<file path="src/fpe_cfg.svh">
// constants of the flash program and erase command sequencer
`ifndef FPE_CFG_SVH
`define FPE_CFG_SVH

// -----------------------------------------------------------------
// opcodes
// -----------------------------------------------------------------
`define FPE_OP_WREN        8'h06
`define FPE_OP_PROG        8'h02
`define FPE_OP_QPROG       8'h32
`define FPE_OP_ERASE_4K    8'h20
`define FPE_OP_ERASE_32K   8'h52
`define FPE_OP_ERASE_64K   8'hD8
`define FPE_OP_CHIP_A      8'h60
`define FPE_OP_CHIP_B      8'hC7

// -----------------------------------------------------------------
// frame layout: byte counts including the opcode, then bits moved per serial clock
// -----------------------------------------------------------------
`define FPE_BYTES_OPCODE   3'h1
`define FPE_BYTES_ADDR     3'h4
`define FPE_BYTES_DATA     3'h5
`define FPE_STEP_SINGLE    3'h1
`define FPE_STEP_QUAD      3'h4

// -----------------------------------------------------------------
// field positions and reset values
// -----------------------------------------------------------------
`define FPE_ERASE_4K_BITS  12
`define FPE_ERASE_32K_BITS 15
`define FPE_ERASE_64K_BITS 16
`define FPE_PROT_MSB       22
`define FPE_PROT_LSB       16
`define FPE_WEL_RESET      1'b0
`define FPE_WIP_RESET      1'b0

// -----------------------------------------------------------------
// timing: clock rate and self-timed cycle lengths
// -----------------------------------------------------------------
`define FPE_CLK_MHZ        100
`define FPE_T_PP_US        1000
`define FPE_T_BP_US        100
`define FPE_T_BE_MS        100
`define FPE_T_CE_MS        1000

`endif

</file>
<file path="src/fpe_pkg.sv">
// types shared by the flash program and erase command sequencer
package fpe_pkg;

	// sequencer states
	typedef enum logic [1:0] {
		ST_IDLE  = 2'h0,
		ST_SHIFT = 2'h1,
		ST_WRITE = 2'h2,
		ST_WAIT  = 2'h3
	} fpe_state_e;

	// erase region kinds presented to the array
	typedef enum logic [1:0] {
		ER_4K   = 2'h0,
		ER_32K  = 2'h1,
		ER_64K  = 2'h2,
		ER_CHIP = 2'h3
	} fpe_erase_e;

endpackage

</file>
<file path="src/fpe_page_buf.sv">
// page buffer: one byte and one written mark per page location
module fpe_page_buf #(
	parameter int DEPTH = 256,
	parameter int WIDTH = 8,
	parameter int IDX_W = 8
)(
	// clock and reset
	input  wire logic             CLK,
	input  wire logic             RESET_N,
	// fill side
	input  wire logic             clr,
	input  wire logic             wr_en,
	input  wire logic [IDX_W-1:0] wr_idx,
	input  wire logic [WIDTH-1:0] wr_data,
	// drain side
	input  wire logic [IDX_W-1:0] rd_idx,
	output logic      [WIDTH-1:0] rd_data,
	output logic                  rd_valid
);

	logic [WIDTH-1:0] mem [DEPTH];
	logic [DEPTH-1:0] valid_reg;

	// data storage needs no reset: a location's byte is only programmed when marked
	always_ff @(posedge CLK) begin
		if (wr_en) begin
			mem[wr_idx] <= wr_data;
		end
	end

	// written marks, cleared all at once at the start of a frame
	genvar i;
	for (i = 0; i < DEPTH; i++) begin : g_mark
		always_ff @(posedge CLK or negedge RESET_N) begin
			if (!RESET_N) begin
				valid_reg[i] <= 1'b0;
			end else if (clr) begin
				valid_reg[i] <= 1'b0;
			end else if (wr_en && (wr_idx == IDX_W'(i))) begin
				valid_reg[i] <= 1'b1;
			end
		end
	end

	assign rd_data  = mem[rd_idx];
	assign rd_valid = valid_reg[rd_idx];

endmodule

</file>
<file path="src/fpe_top.sv">
// flash program and erase command sequencer, device side
// What this block does
// - program opcode, three address bytes, then data bytes fill a page buffer
// - program runs only when the write latch flag was set before
// - data past the page end wraps to the start of the same page
// - more than a page of data keeps only the latest 256 bytes
// - on deselect buffered bytes are programmed; untouched locations stay erased
// - full address, one whole data byte, byte-aligned end, else nothing programmed
// - protected target: program not executed, back to idle on deselect
// - aborted or protected program clears the write latch flag
// - busy shown during program; write latch flag cleared before the end
// - quad program uses four lanes, accepted only with quad lane enable set
// - quad program must end after the last bit of a whole byte
// - quad cycle starts at deselect; in-progress flag high until done
// - quad program to a protected page is refused
// - three block erase opcodes select 4K, 32K or 64K regions
// - block erase takes three address bytes, ignores the rest, starts on deselect
// - low address bits 11:0, 14:0 or 15:0 ignored per erase size
// - short address, misaligned end or protection aborts erase, clears the latch
// - erase runs only when the write latch flag was set before
// - both chip erase opcodes alike, no address, whole array erased
// - misaligned end or protection: no chip erase, latch cleared
// - busy shown during erase; write latch flag cleared before the end
// - complete byte-aligned write-enable frame sets the write latch flag
`include "fpe_cfg.svh"

module fpe_top
	import fpe_pkg::*;
#(
	parameter int T_PP_US = `FPE_T_PP_US,
	parameter int T_BP_US = `FPE_T_BP_US,
	parameter int T_BE_MS = `FPE_T_BE_MS,
	parameter int T_CE_MS = `FPE_T_CE_MS
)(
	// clock and reset
	input  wire logic        CLK,
	input  wire logic        RESET_N,
	// serial link pins
	input  wire logic        CS_N,
	input  wire logic        SCK,
	input  wire logic [3:0]  IO,
	// configuration
	input  wire logic        QUAD_LANE_ENABLE_FLAG,
	input  wire logic [4:0]  BLOCK_PROTECT_BITS,
	// status
	output logic             WRITE_LATCH_FLAG,
	output logic             WRITE_IN_PROGRESS_FLAG,
	// array operations
	output logic             ARRAY_PROG,
	output logic             ARRAY_ERASE,
	output logic [1:0]       ARRAY_ERASE_KIND,
	output logic [23:0]      ARRAY_ADDR,
	output logic [7:0]       ARRAY_DATA
);

	// -----------------------------------------------------------------
	// self-timed cycle lengths in clock cycles
	// -----------------------------------------------------------------
	localparam logic [31:0] PP_CYC = 32'(T_PP_US * `FPE_CLK_MHZ);
	localparam logic [31:0] BP_CYC = 32'(T_BP_US * `FPE_CLK_MHZ);
	localparam logic [31:0] BE_CYC = 32'(T_BE_MS * 1000 * `FPE_CLK_MHZ);
	localparam logic [31:0] CE_CYC = 32'(T_CE_MS * 1000 * `FPE_CLK_MHZ);

	// -----------------------------------------------------------------
	// pin synchronisers and edge detection
	// -----------------------------------------------------------------
	logic [5:0] pin_meta_reg;
	logic [5:0] pin_sync_reg;
	logic [1:0] pin_prev_reg;

	// pins are asynchronous to CLK, so two flops before any use
	always_ff @(posedge CLK or negedge RESET_N) begin
		if (!RESET_N) begin
			pin_meta_reg <= 6'h20;
			pin_sync_reg <= 6'h20;
			pin_prev_reg <= 2'h2;
		end else begin
			pin_meta_reg <= {CS_N, SCK, IO};
			pin_sync_reg <= pin_meta_reg;
			pin_prev_reg <= pin_sync_reg[5:4];
		end
	end

	wire       cs_n_s   = pin_sync_reg[5];
	wire [3:0] io_s     = pin_sync_reg[3:0];
	wire       cs_fall  = pin_prev_reg[1] && !cs_n_s;
	wire       cs_rise  = !pin_prev_reg[1] && cs_n_s;
	wire       sck_rise = !pin_prev_reg[0] && pin_sync_reg[4] && !cs_n_s;

	// -----------------------------------------------------------------
	// state and frame registers
	// -----------------------------------------------------------------
	fpe_state_e  state_reg, state_next;
	logic [7:0]  sh_reg, op_reg;
	logic [2:0]  bit_reg, byte_reg;
	logic [23:0] addr_reg;
	logic [7:0]  didx_reg;
	logic        many_reg;
	logic [7:0]  walk_reg;
	logic [31:0] tmr_reg;
	logic        wel_reg, wip_reg;
	logic        prog_reg, erase_reg;
	logic [1:0]  kind_reg;
	logic [23:0] aout_reg;
	logic [7:0]  dout_reg;

	// -----------------------------------------------------------------
	// shifter decode
	// -----------------------------------------------------------------
	wire       in_shift   = (state_reg == ST_SHIFT);
	wire       is_qprog   = (op_reg == `FPE_OP_QPROG) && QUAD_LANE_ENABLE_FLAG;
	wire       is_prog    = (op_reg == `FPE_OP_PROG) || is_qprog;
	wire       in_data    = (byte_reg >= `FPE_BYTES_ADDR);
	wire       quad_phase = is_qprog && in_data;
	wire [2:0] step       = quad_phase ? `FPE_STEP_QUAD : `FPE_STEP_SINGLE;
	wire [2:0] bit_next   = bit_reg + step;
	// msb first; quad data moves the high nibble in first
	wire [7:0] sh_next    = quad_phase ? {sh_reg[3:0], io_s} : {sh_reg[6:0], io_s[0]};
	wire       shift_en   = in_shift && sck_rise;
	wire       byte_done  = shift_en && (bit_next == 3'h0);
	wire       first_byte = byte_done && (byte_reg == 3'h0);
	wire       addr_byte  = byte_done && (byte_reg != 3'h0) && !in_data;
	// data index wraps inside the page; later bytes overwrite older ones
	wire       data_wr    = byte_done && in_data && is_prog;
	wire [7:0] data_idx   = addr_reg[7:0] + didx_reg;

	// -----------------------------------------------------------------
	// command decision on deselect
	// -----------------------------------------------------------------
	wire aligned   = (bit_reg == 3'h0);
	wire is_b4     = (op_reg == `FPE_OP_ERASE_4K);
	wire is_b32    = (op_reg == `FPE_OP_ERASE_32K);
	wire is_b64    = (op_reg == `FPE_OP_ERASE_64K);
	wire is_blk    = is_b4 || is_b32 || is_b64;
	wire is_chip   = (op_reg == `FPE_OP_CHIP_A) || (op_reg == `FPE_OP_CHIP_B);
	wire has_op    = (byte_reg >= `FPE_BYTES_OPCODE);
	wire pe_cmd    = has_op && (is_prog || is_blk || is_chip);
	wire we_ok     = has_op && aligned && (op_reg == `FPE_OP_WREN);

	// protection covers the top 2^(bp-1) 64K blocks; eight or more covers all
	wire [2:0] bp_m1  = 3'(BLOCK_PROTECT_BITS - 5'h01);
	wire [6:0] blk_hi = ~addr_reg[`FPE_PROT_MSB:`FPE_PROT_LSB];
	wire bp_any       = (BLOCK_PROTECT_BITS != 5'h00);
	wire prot_hit     = bp_any && ((BLOCK_PROTECT_BITS >= 5'h08) || ((blk_hi >> bp_m1) == 7'h00));
	wire hit          = is_chip ? bp_any : prot_hit;

	// frame shape: program needs a data byte, block erase an address
	wire form_ok = aligned && (is_prog ? (byte_reg >= `FPE_BYTES_DATA) :
		is_blk ? (byte_reg >= `FPE_BYTES_ADDR) : has_op);
	wire go      = in_shift && cs_rise && pe_cmd && wel_reg && form_ok && !hit;
	wire fail    = in_shift && cs_rise && pe_cmd && wel_reg && !go;

	// erase base: low bits dropped per region size
	wire [23:0] base_4k  = {addr_reg[23:`FPE_ERASE_4K_BITS], 12'h000};
	wire [23:0] base_32k = {addr_reg[23:`FPE_ERASE_32K_BITS], 15'h0000};
	wire [23:0] base_64k = {addr_reg[23:`FPE_ERASE_64K_BITS], 16'h0000};
	wire [23:0] base     = is_b4 ? base_4k : is_b32 ? base_32k : is_b64 ? base_64k : 24'h000000;
	wire [1:0]  kind     = is_b4 ? ER_4K : is_b32 ? ER_32K : is_b64 ? ER_64K : ER_CHIP;
	wire [31:0] t_erase  = is_chip ? CE_CYC : BE_CYC;

	// -----------------------------------------------------------------
	// page buffer and its drain
	// -----------------------------------------------------------------
	wire [7:0] rd_data;
	wire       rd_valid;
	wire       walk_last = (walk_reg == 8'hFF);
	wire       tmr_done  = (tmr_reg == 32'h00000000);

	fpe_page_buf #(
		.DEPTH (256),
		.WIDTH (8),
		.IDX_W (8)
	) u_buf (
		.CLK      (CLK),
		.RESET_N  (RESET_N),
		.clr      (cs_fall && (state_reg == ST_IDLE)),
		.wr_en    (data_wr),
		.wr_idx   (data_idx),
		.wr_data  (sh_next),
		.rd_idx   (walk_reg),
		.rd_data  (rd_data),
		.rd_valid (rd_valid)
	);

	// -----------------------------------------------------------------
	// state machine; link activity is ignored while busy
	// -----------------------------------------------------------------
	always_comb begin
		state_next = state_reg;
		unique case (state_reg)
			ST_IDLE:  if (cs_fall) state_next = ST_SHIFT;
			ST_SHIFT: begin
				if (go && is_prog) begin
					state_next = ST_WRITE;
				end else if (go) begin
					state_next = ST_WAIT;
				end else if (cs_rise) begin
					state_next = ST_IDLE;
				end
			end
			ST_WRITE: if (walk_last) state_next = ST_WAIT;
			ST_WAIT:  if (tmr_done) state_next = ST_IDLE;
		endcase
	end

	always_ff @(posedge CLK or negedge RESET_N) begin
		if (!RESET_N) begin
			state_reg <= ST_IDLE;
		end else begin
			state_reg <= state_next;
		end
	end

	// frame shifter: opcode, address high byte first, data index
	always_ff @(posedge CLK or negedge RESET_N) begin
		if (!RESET_N) begin
			sh_reg   <= 8'h00;
			op_reg   <= 8'h00;
			bit_reg  <= 3'h0;
			byte_reg <= 3'h0;
			addr_reg <= 24'h000000;
			didx_reg <= 8'h00;
			many_reg <= 1'b0;
		end else if (state_reg == ST_IDLE) begin
			bit_reg  <= 3'h0;
			byte_reg <= 3'h0;
			op_reg   <= 8'h00;
			didx_reg <= 8'h00;
			many_reg <= 1'b0;
		end else if (shift_en) begin
			sh_reg  <= sh_next;
			bit_reg <= bit_next;
			if (first_byte) op_reg <= sh_next;
			if (addr_byte) addr_reg <= {addr_reg[15:0], sh_next};
			if (byte_done && byte_reg != `FPE_BYTES_DATA) byte_reg <= byte_reg + 3'h1;
			if (data_wr) didx_reg <= didx_reg + 8'h01;
			if (data_wr && byte_reg == `FPE_BYTES_DATA) many_reg <= 1'b1;
		end
	end

	// next values: walk over all 256 locations, timer (single byte uses the shorter figure),
	// latch set by write enable and dropped on abort or cycle start, busy until timer ends
	wire [7:0]  walk_next = (state_reg == ST_WRITE) ? walk_reg + 8'h01 : 8'h00;
	wire [31:0] tmr_next  = (go && !is_prog) ? t_erase - 32'h00000001 :
		(state_reg == ST_WRITE && walk_last) ? (many_reg ? PP_CYC : BP_CYC) - 32'h00000001 :
		(state_reg == ST_WAIT && !tmr_done) ? tmr_reg - 32'h00000001 : tmr_reg;
	wire        wel_next  = (in_shift && cs_rise && we_ok) ? 1'b1 :
		(go || fail) ? 1'b0 : wel_reg;
	wire        wip_next  = go ? 1'b1 :
		(state_reg == ST_WAIT && tmr_done) ? 1'b0 : wip_reg;

	// one short process holds walk, timer and both flags; unmarked locations stay erased
	always_ff @(posedge CLK or negedge RESET_N) begin
		if (!RESET_N) begin
			walk_reg <= 8'h00;
			tmr_reg  <= 32'h00000000;
			wel_reg  <= `FPE_WEL_RESET;
			wip_reg  <= `FPE_WIP_RESET;
		end else begin
			walk_reg <= walk_next;
			tmr_reg  <= tmr_next;
			wel_reg  <= wel_next;
			wip_reg  <= wip_next;
		end
	end

	// array command outputs
	always_ff @(posedge CLK or negedge RESET_N) begin
		if (!RESET_N) begin
			prog_reg  <= 1'b0;
			erase_reg <= 1'b0;
			kind_reg  <= ER_4K;
			aout_reg  <= 24'h000000;
			dout_reg  <= 8'hFF;
		end else begin
			prog_reg  <= (state_reg == ST_WRITE) && rd_valid;
			erase_reg <= go && !is_prog;
			if (state_reg == ST_WRITE) begin
				aout_reg <= {addr_reg[23:8], walk_reg};
				dout_reg <= rd_data;
			end else if (go && !is_prog) begin
				aout_reg <= base;
				kind_reg <= kind;
			end
		end
	end

	assign WRITE_LATCH_FLAG       = wel_reg;
	assign WRITE_IN_PROGRESS_FLAG = wip_reg;
	assign ARRAY_PROG             = prog_reg;
	assign ARRAY_ERASE            = erase_reg;
	assign ARRAY_ERASE_KIND       = kind_reg;
	assign ARRAY_ADDR             = aout_reg;
	assign ARRAY_DATA             = dout_reg;

	// -----------------------------------------------------------------
	// checks
	// -----------------------------------------------------------------
	chk_we_sets_latch: assert property (
		@(posedge CLK) disable iff (!RESET_N) in_shift && cs_rise && we_ok |=> wel_reg)
		else $error("write enable frame did not set the latch");
	chk_no_latch_no_run: assert property (
		@(posedge CLK) disable iff (!RESET_N) in_shift && cs_rise && !wel_reg |=> !wip_reg && state_reg == ST_IDLE)
		else $error("command ran without the write latch");
	chk_abort_clears: assert property (
		@(posedge CLK) disable iff (!RESET_N) fail |=> !wel_reg && !wip_reg && state_reg == ST_IDLE)
		else $error("aborted command left latch set or started");
	chk_busy_no_latch: assert property (
		@(posedge CLK) disable iff (!RESET_N) wip_reg |-> !wel_reg)
		else $error("write latch still set during a cycle");
	chk_start_busy: assert property (
		@(posedge CLK) disable iff (!RESET_N) go |=> wip_reg throughout (state_reg != ST_IDLE)[*2])
		else $error("cycle start did not raise in-progress");
	chk_quad_needs_qe: assert property (
		@(posedge CLK) disable iff (!RESET_N)
		in_shift && cs_rise && op_reg == `FPE_OP_QPROG && !QUAD_LANE_ENABLE_FLAG |=> !wip_reg)
		else $error("quad program ran with lanes disabled");
	chk_protect_block: assert property (
		@(posedge CLK) disable iff (!RESET_N) in_shift && cs_rise && pe_cmd && hit |=> !wip_reg)
		else $error("protected target was written");
	chk_short_frame: assert property (
		@(posedge CLK) disable iff (!RESET_N)
		in_shift && cs_rise && is_prog && (byte_reg < `FPE_BYTES_DATA || !aligned) |=> !wip_reg)
		else $error("short program frame was executed");
	chk_prog_in_page: assert property (
		@(posedge CLK) disable iff (!RESET_N) ARRAY_PROG |-> ARRAY_ADDR[23:8] == addr_reg[23:8])
		else $error("program left its page");
	chk_erase_align: assert property (
		@(posedge CLK) disable iff (!RESET_N)
		ARRAY_ERASE |-> (ARRAY_ERASE_KIND != ER_4K || ARRAY_ADDR[11:0] == 12'h000)
		&& (ARRAY_ERASE_KIND != ER_32K || ARRAY_ADDR[14:0] == 15'h0000)
		&& (ARRAY_ERASE_KIND != ER_64K || ARRAY_ADDR[15:0] == 16'h0000))
		else $error("erase base not region aligned");

endmodule

</file>
<file path="config.mk">
export PLATFORM = sky130hd
export DESIGN_NAME = fpe_top
export DESIGN_NICKNAME = d
export VERILOG_FILES = /design/src/fpe_pkg.sv /design/src/fpe_page_buf.sv /design/src/fpe_top.sv
export VERILOG_INCLUDE_DIRS = /design/src /design/src/src
export SDC_FILE = /design/constraint.sdc
export NUM_CORES = 2
export LEC_CHECK = 0
export BUFFER_PORTS_ARGS = -buffer_cell sky130_fd_sc_hd__buf_4
export CORE_MARGIN = 2
export CORE_UTILIZATION = 45
export DETAILED_ROUTE_END_ITERATION = 6
export HOLD_SLACK_MARGIN = 0.08
export SYNTH_ARGS = -nofsm -noshare
export SYNTH_HDL_FRONTEND = slang
export SYNTH_SLANG_ARGS = --single-unit
</file>
<file path="constraint.sdc">
create_clock -name CLK -period 6.35 [get_ports CLK]
set_clock_uncertainty 0.1 [all_clocks]
set_input_delay 0.635 -clock CLK [delete_from_list [all_inputs] [get_ports CLK]]
set_output_delay 0.635 -clock CLK [all_outputs]
set_load 0.02 [all_outputs]
</file>
[Word level (Yosys, flattened, before mapping)]
Memory sizes are Yosys's and may differ from the RTL's. A register that Yosys moved wholly into a read port is not among the register bits.
Cells that the tools add are included.
Storage, ports and cells
  memories: 1
  output and inout port bits: 38
  logic and storage cells: 1716
  RAM bits: 2048
  bits in registers: 396
Operators by class
  eq/ne operators: 273
  shift-type cells: 1
  muxes and demuxes: 560
  bitwise logic cells: 3
  $lt $le $gt $ge: 5
  add/subtract/negate cells: 9
  reduce and logical (&&, ||, !) cells: 589
Memory list
  u_buf.mem: depth 256, width 8, rd ports 1, clocked after Yosys merged registers in 1, wr ports 1, line fpe_page_buf.sv:21  | logic [WIDTH-1:0] mem [DEPTH];
Operators with widths (count)
  $eq 8x8->1 const B: 131
  $eq 8x7->1 const B: 66
  $reduce_bool 2->1: 264
  $mux 1: 526
  $logic_and 1x1->1: 290
  $eq 8x6->1 const B: 34
  $eq 8x5->1 const B: 16
  $mux 24: 5
  $mux 32: 3
  $eq 8x4->1 const B: 8
  $mux 8: 8
  $eq 8x3->1 const B: 5
  $logic_not 32->1: 1
  $sub 32x1->32 const B: 1
  $sub 27x1->28 const B: 1
  $mux 27: 1
  $eq 8x2->1 const B: 3
  $mux 3: 6
  $sub 17x1->18 const B: 1
  $mux 17: 1
  $add 8x1->8 const B: 2
  $mux 2: 8
  $reduce_and 2->1: 6
  $logic_not 1->1: 9
  29 further kinds: 44

[Depth between registers and ports, before layout]
  depth in word-level cells: 15
  gate-level depth with buffers: 13
  mapped depth without buffers: 9

[Hierarchy]
A second synthesis with hierarchy kept.
Unflattened totals
  cell total of the unflattened synthesis: 5344
  area total of the unflattened synthesis: 97482.2 µm²
By module, submodules not included
  fpe_page_buf: times used 1, area each 90214.0 µm², cells each 4606
  fpe_top: times used 1, area each 7268.2 µm², cells each 738

[Worst setup path after synthesis]
Ideal clock, no wire load.
  kind: register -> register
  start: reg op_reg[0]
  end: mem u_buf.mem[0][1] (data pin)
  buffers on the path: 1
  cell stages (with the launch flop): 6
  data required time: 5.478 ns
  library setup time: 0.772 ns
  path slack: 0.933 ns
  arrival time: 4.545 ns
  cell sequence: dfrtp_1 -> or4b_4 -> or4_1 -> buf_4 -> mux2i_1 -> inv_1
On the way
  cells in the longest elaborated chain, start to end: 4
RTL lines
  from (decl): line fpe_top.sv:94  | logic [7:0] sh_reg, op_reg;
  from (signal assigned): line fpe_top.sv:233  | if (first_byte) op_reg <= sh_next;
  $eq 8x6->1 (no line)
  $logic_and 1x1->1: line fpe_top.sv:111  | wire is_qprog = (op_reg == `FPE_OP_QPROG) && QUAD_LANE_ENABLE_FLAG;
  $logic_and 1x1->1: line fpe_top.sv:114  | wire quad_phase = is_qprog && in_data;
  $mux 8: line fpe_top.sv:118  | wire [7:0] sh_next = quad_phase ? {sh_reg[3:0], io_s} : {sh_reg[6:0], io_s[0]};
  named net sh_next[1]: line fpe_top.sv:118
  to (decl): line fpe_page_buf.sv:21
The timed path passes the listed nets, and every way through them passes these cells.

[Worst setup path in the final report]
  start: reg op_reg[0]
  end: mem u_buf.mem[54][1] (enable)
On the way
  cells in the longest elaborated chain, start to end: 11
RTL lines
  $eq 8x6->1 (no line)
  $logic_and 1x1->1: line fpe_top.sv:111
  $logic_and 1x1->1: line fpe_top.sv:114
  $mux 3 (no line)
  $add 3x3->3: line fpe_top.sv:116  | wire [2:0] bit_next = bit_reg + step;
  $logic_not 3->1: line fpe_top.sv:120  | wire byte_done = shift_en && (bit_next == 3'h0);
  $logic_and 1x1->1: line fpe_top.sv:120
  $logic_and 1x1->1: line fpe_top.sv:124  | wire data_wr = byte_done && in_data && is_prog;
  $logic_and 1x1->1 (*): line fpe_top.sv:124
  $mux 1 (*): line fpe_page_buf.sv:26  | if (wr_en) begin
  $mux 1 (implied by the code) (*): line fpe_page_buf.sv:27  | mem[wr_idx] <= wr_data;
Every way passes the cells marked *; elsewhere a longest branch is shown, timed or not.

==> run metrics <==
EDFF count, synth=a little over 2,000; asr flop ratio synth=0.1648; fin area=about 0.11 mm^2; wirelength, routed=290.8 mm; Iter 0 DRT Violations=~7,300; Rel. slew slack=0.004100; VDD IR max=between 0.2 and 0.25 mV; Synth Register Bits=around 2,500; hold path start=BLOCK_PROTECT_BITS[4]; clk slew on worst S/H paths=roughly 0.06 ns; GRT Total Usage=0.2600; grt ovf=0; top cells by area, synth=edfxtp_1 62%, mux4_2 12%, dfrtp_1 10%; area of the core=roughly 0.22 mm^2; Area Growth Syn to Fin=12.33%; first-pass GRT wire length=412.5 mm; num ports=52; RR Startpoint=op_reg[0]$_DFFE_PN0P_; status=complete, but fails checks; WL per Instance=about 34 um; placed cell area=around 0.10 mm^2; R2R cell count=11; Worst R2R End=u_buf.mem[54][1]$_DFFE_PP_; Pwr Density=~290 mW/mm^2; Synthesized Nets=approximately 5,500; register area share after synthesis=0.7269; Hold EP=WRITE_IN_PROGRESS_FLAG$_DFFE_PN0P_; RSZ-0062 raised after global routing=false; die width=~470 um; count of cell types in the netlist=86; Die H=between 400 and 500 um; final setup vio count=0; Num CTS Buffers=around 240; Initial Util=0.4533; f_max=approximately 0.18 GHz; Post-DRT Antenna Nets=0; Crit Path Max Fanout=36; Hold Path Stages=5; Crit. End Element=flip-flop; Crit Path Class=flip-flop to flip-flop; post-synth top area share=0.6241; row count=171; worst-margin pin slew=between 1 and 1.5 ns; Placer Congestion=0.9175; final hold vios=0; clock latency on the worst-skew pair=approximately 0.87 ns; Root Buffer=clkbuf_16; # DRC=0; r2r setup slk=about 0.72 ns; Cells after Synth=5,427; Pleak=between 20 and 30 nW; vias per inst=roughly 6.4; TNS Setup=0 ns; Resized Gates After CTS=0; Clock Path Buffers=3; CTS Hold Bufs=7; Primary FF master, synth=edfxtp_1; CP required=slightly below 7 ns; Avg Cell Area, Syn=around 18 um^2; Ys Warns=0; share of cells above drive strength 1=0.2125; router iterations before antenna repair=6; Fillers=between 15,000 and 20,000; CTS H-tree depth=4; Clock Sinks=2,452; max-cap violation count=1; max reg flops=2,048; min-delay worst type=input pin to flip-flop; Post-Synthesis Cell Area=~0.099 mm^2; pin count of the biggest net entering global routing=around 160; vias in the first global route=~54,000; Final nets=~5,600; fin crit period=between 5 and 6 ns; Critical Path AT=roughly 6.0 ns; DR vias=54,949; port bufs=51; initial antenna violation count=12; Tcrit/Tclk final=0.8870; placed wire-length estimate=185.2 mm; max-slew violation count=0; Post CTS Setup Buffer Count=0; violated checks=capacitance limit; Yosys top cell by area=edfxtp_1; total die area=roughly 0.22 mm^2; clock tree from TritonCTS=built; CP Launch Type=flip-flop
## critical path, stage by stage, from the launching register on
cell and delay, ns:
dfrtp_1 0.43, or4b_4 0.58, or4_1 0.49, buf_4 0.21, ha_1 0.20, ha_1 0.28
or3_1 0.51, nor3_4 0.26, buf_12 0.26, and4_1 0.71, nand2_1 0.49, nor2_1 0.67
## cell type report
| cell class | instances | area [um^2] | area share |
|---|---|---|---|
| sequential | 2452 | 71640 | 0.6473 |
| timing repair buffer | 240 | 2202 | 0.01990 |
| multi-input combinational | 2613 | 25290 | 0.2285 |
| clock inverter | 144 | 1465 | 0.01324 |
| tap | 2854 | 3571 | 0.03226 |
| clock buffer | 305 | 6347 | 0.05735 |
| inverter | 26 | 158.9 | 0.001436 |
| antenna | 4 | 10.01 | 0.00009043 |
## worst max path at each step
stage | from | endpoint | slack [ns] | cells after the start
after floorplan | op_reg[0]$_DFFE_PN0P_ | u_buf.mem[0][1]$_DFFE_PP_ | 0.93 | 5
after global placement | op_reg[0]$_DFFE_PN0P_ | u_buf.mem[118][2]$_DFFE_PP_ | 0.87 | 11
after detailed placement | op_reg[0]$_DFFE_PN0P_ | u_buf.mem[54][3]$_DFFE_PP_ | 0.78 | 11
after CTS | op_reg[0]$_DFFE_PN0P_ | u_buf.mem[54][1]$_DFFE_PP_ | 0.77 | 11
after global routing | op_reg[0]$_DFFE_PN0P_ | u_buf.mem[54][1]$_DFFE_PP_ | 0.60 | 11
final | op_reg[0]$_DFFE_PN0P_ | u_buf.mem[54][1]$_DFFE_PP_ | 0.72 | 11
## power breakdown
group          total, mW  switching [mW]  leakage (nW)  internal, mW
clock network       14.2            6.12          3.80          8.07
logic              0.103          0.0874          8.02        0.0154
registers           17.3         0.00839          17.7          17.2
total               31.5            6.22          29.6          25.3
## layer usage
layer  part of all wire  global-route usage
met5            0.00019                   0
met4              0.045              0.1042
met3               0.10             0.05625
met2               0.45              0.3843
met1               0.41              0.3775
## synth_stat cells (60+ instances only)
library cell	instances
o22ai_1	60
mux2i_1	252
nand3_1	66
a21oi_1	110
nand2_1	239
edfxtp_1	2048
a22o_1	178
buf_2	62
nor2_1	438
mux4_2	512
o21ai_0	122
dfrtp_1	393
clkbuf_1	182
o221ai_1	84
## placed cells by master (no fill, tap or decap), types with 22 or more instances in the layout
cell       instances
a21oi_1          110
a22o_1           178
a22oi_1           52
and3_1            22
buf_12            30
buf_4            202
bufinv_16         25
clkbuf_1          53
clkbuf_16        238
clkinv_1          39
clkinv_2          45
dfrtp_1          387
edfxtp_1        2048
mux2i_1          252
mux4_2           512
nand2_1          238
nand3_1           66
nand4_1           27
nor2_1           428
nor3_1            42
nor4_1            24
o21a_1            44
o21ai_0          122
o221ai_1          84
o22ai_1           60
xor2_1            23
## cells by family (layout without fill, tap and decap cells)
group / after synthesis / in the layout / share of synthesized area
other: 0 / 4 / 0
DFF: 2452 / 2452 / 0.7269
buffers and inverters: 362 / 715 / 0.01804
and+or+nand+nor: 971 / 971 / 0.04428
adders and majority gates: 19 / 19 / 0.002463
xor gates and xnor gates: 41 / 41 / 0.003797
AOI/OAI and AO/OA: 787 / 787 / 0.05785
muxes: 795 / 795 / 0.1467
## through the flow
stage / utilization / hold WS, ns / power (mW) / setup WS (ns) / instances
detailed placement: 0.4729 / 0.2347 / 17.69 / 0.7769 / 8178
finish: 0.5092 / 0.1557 / 31.55 / 0.7173 / 8638
global route: 0.5091 / 0.1548 / 32.35 / 0.6004 / 8635
global placement: 0.4729 / 0.2328 / 17.69 / 0.8661 / 8178
CTS: 0.5091 / 0.1046 / 31.73 / 0.7736 / 8634
floorplan: - / 0.2312 / 17.61 / 0.9333 / 5427
(Power assumes the default switching activity.)
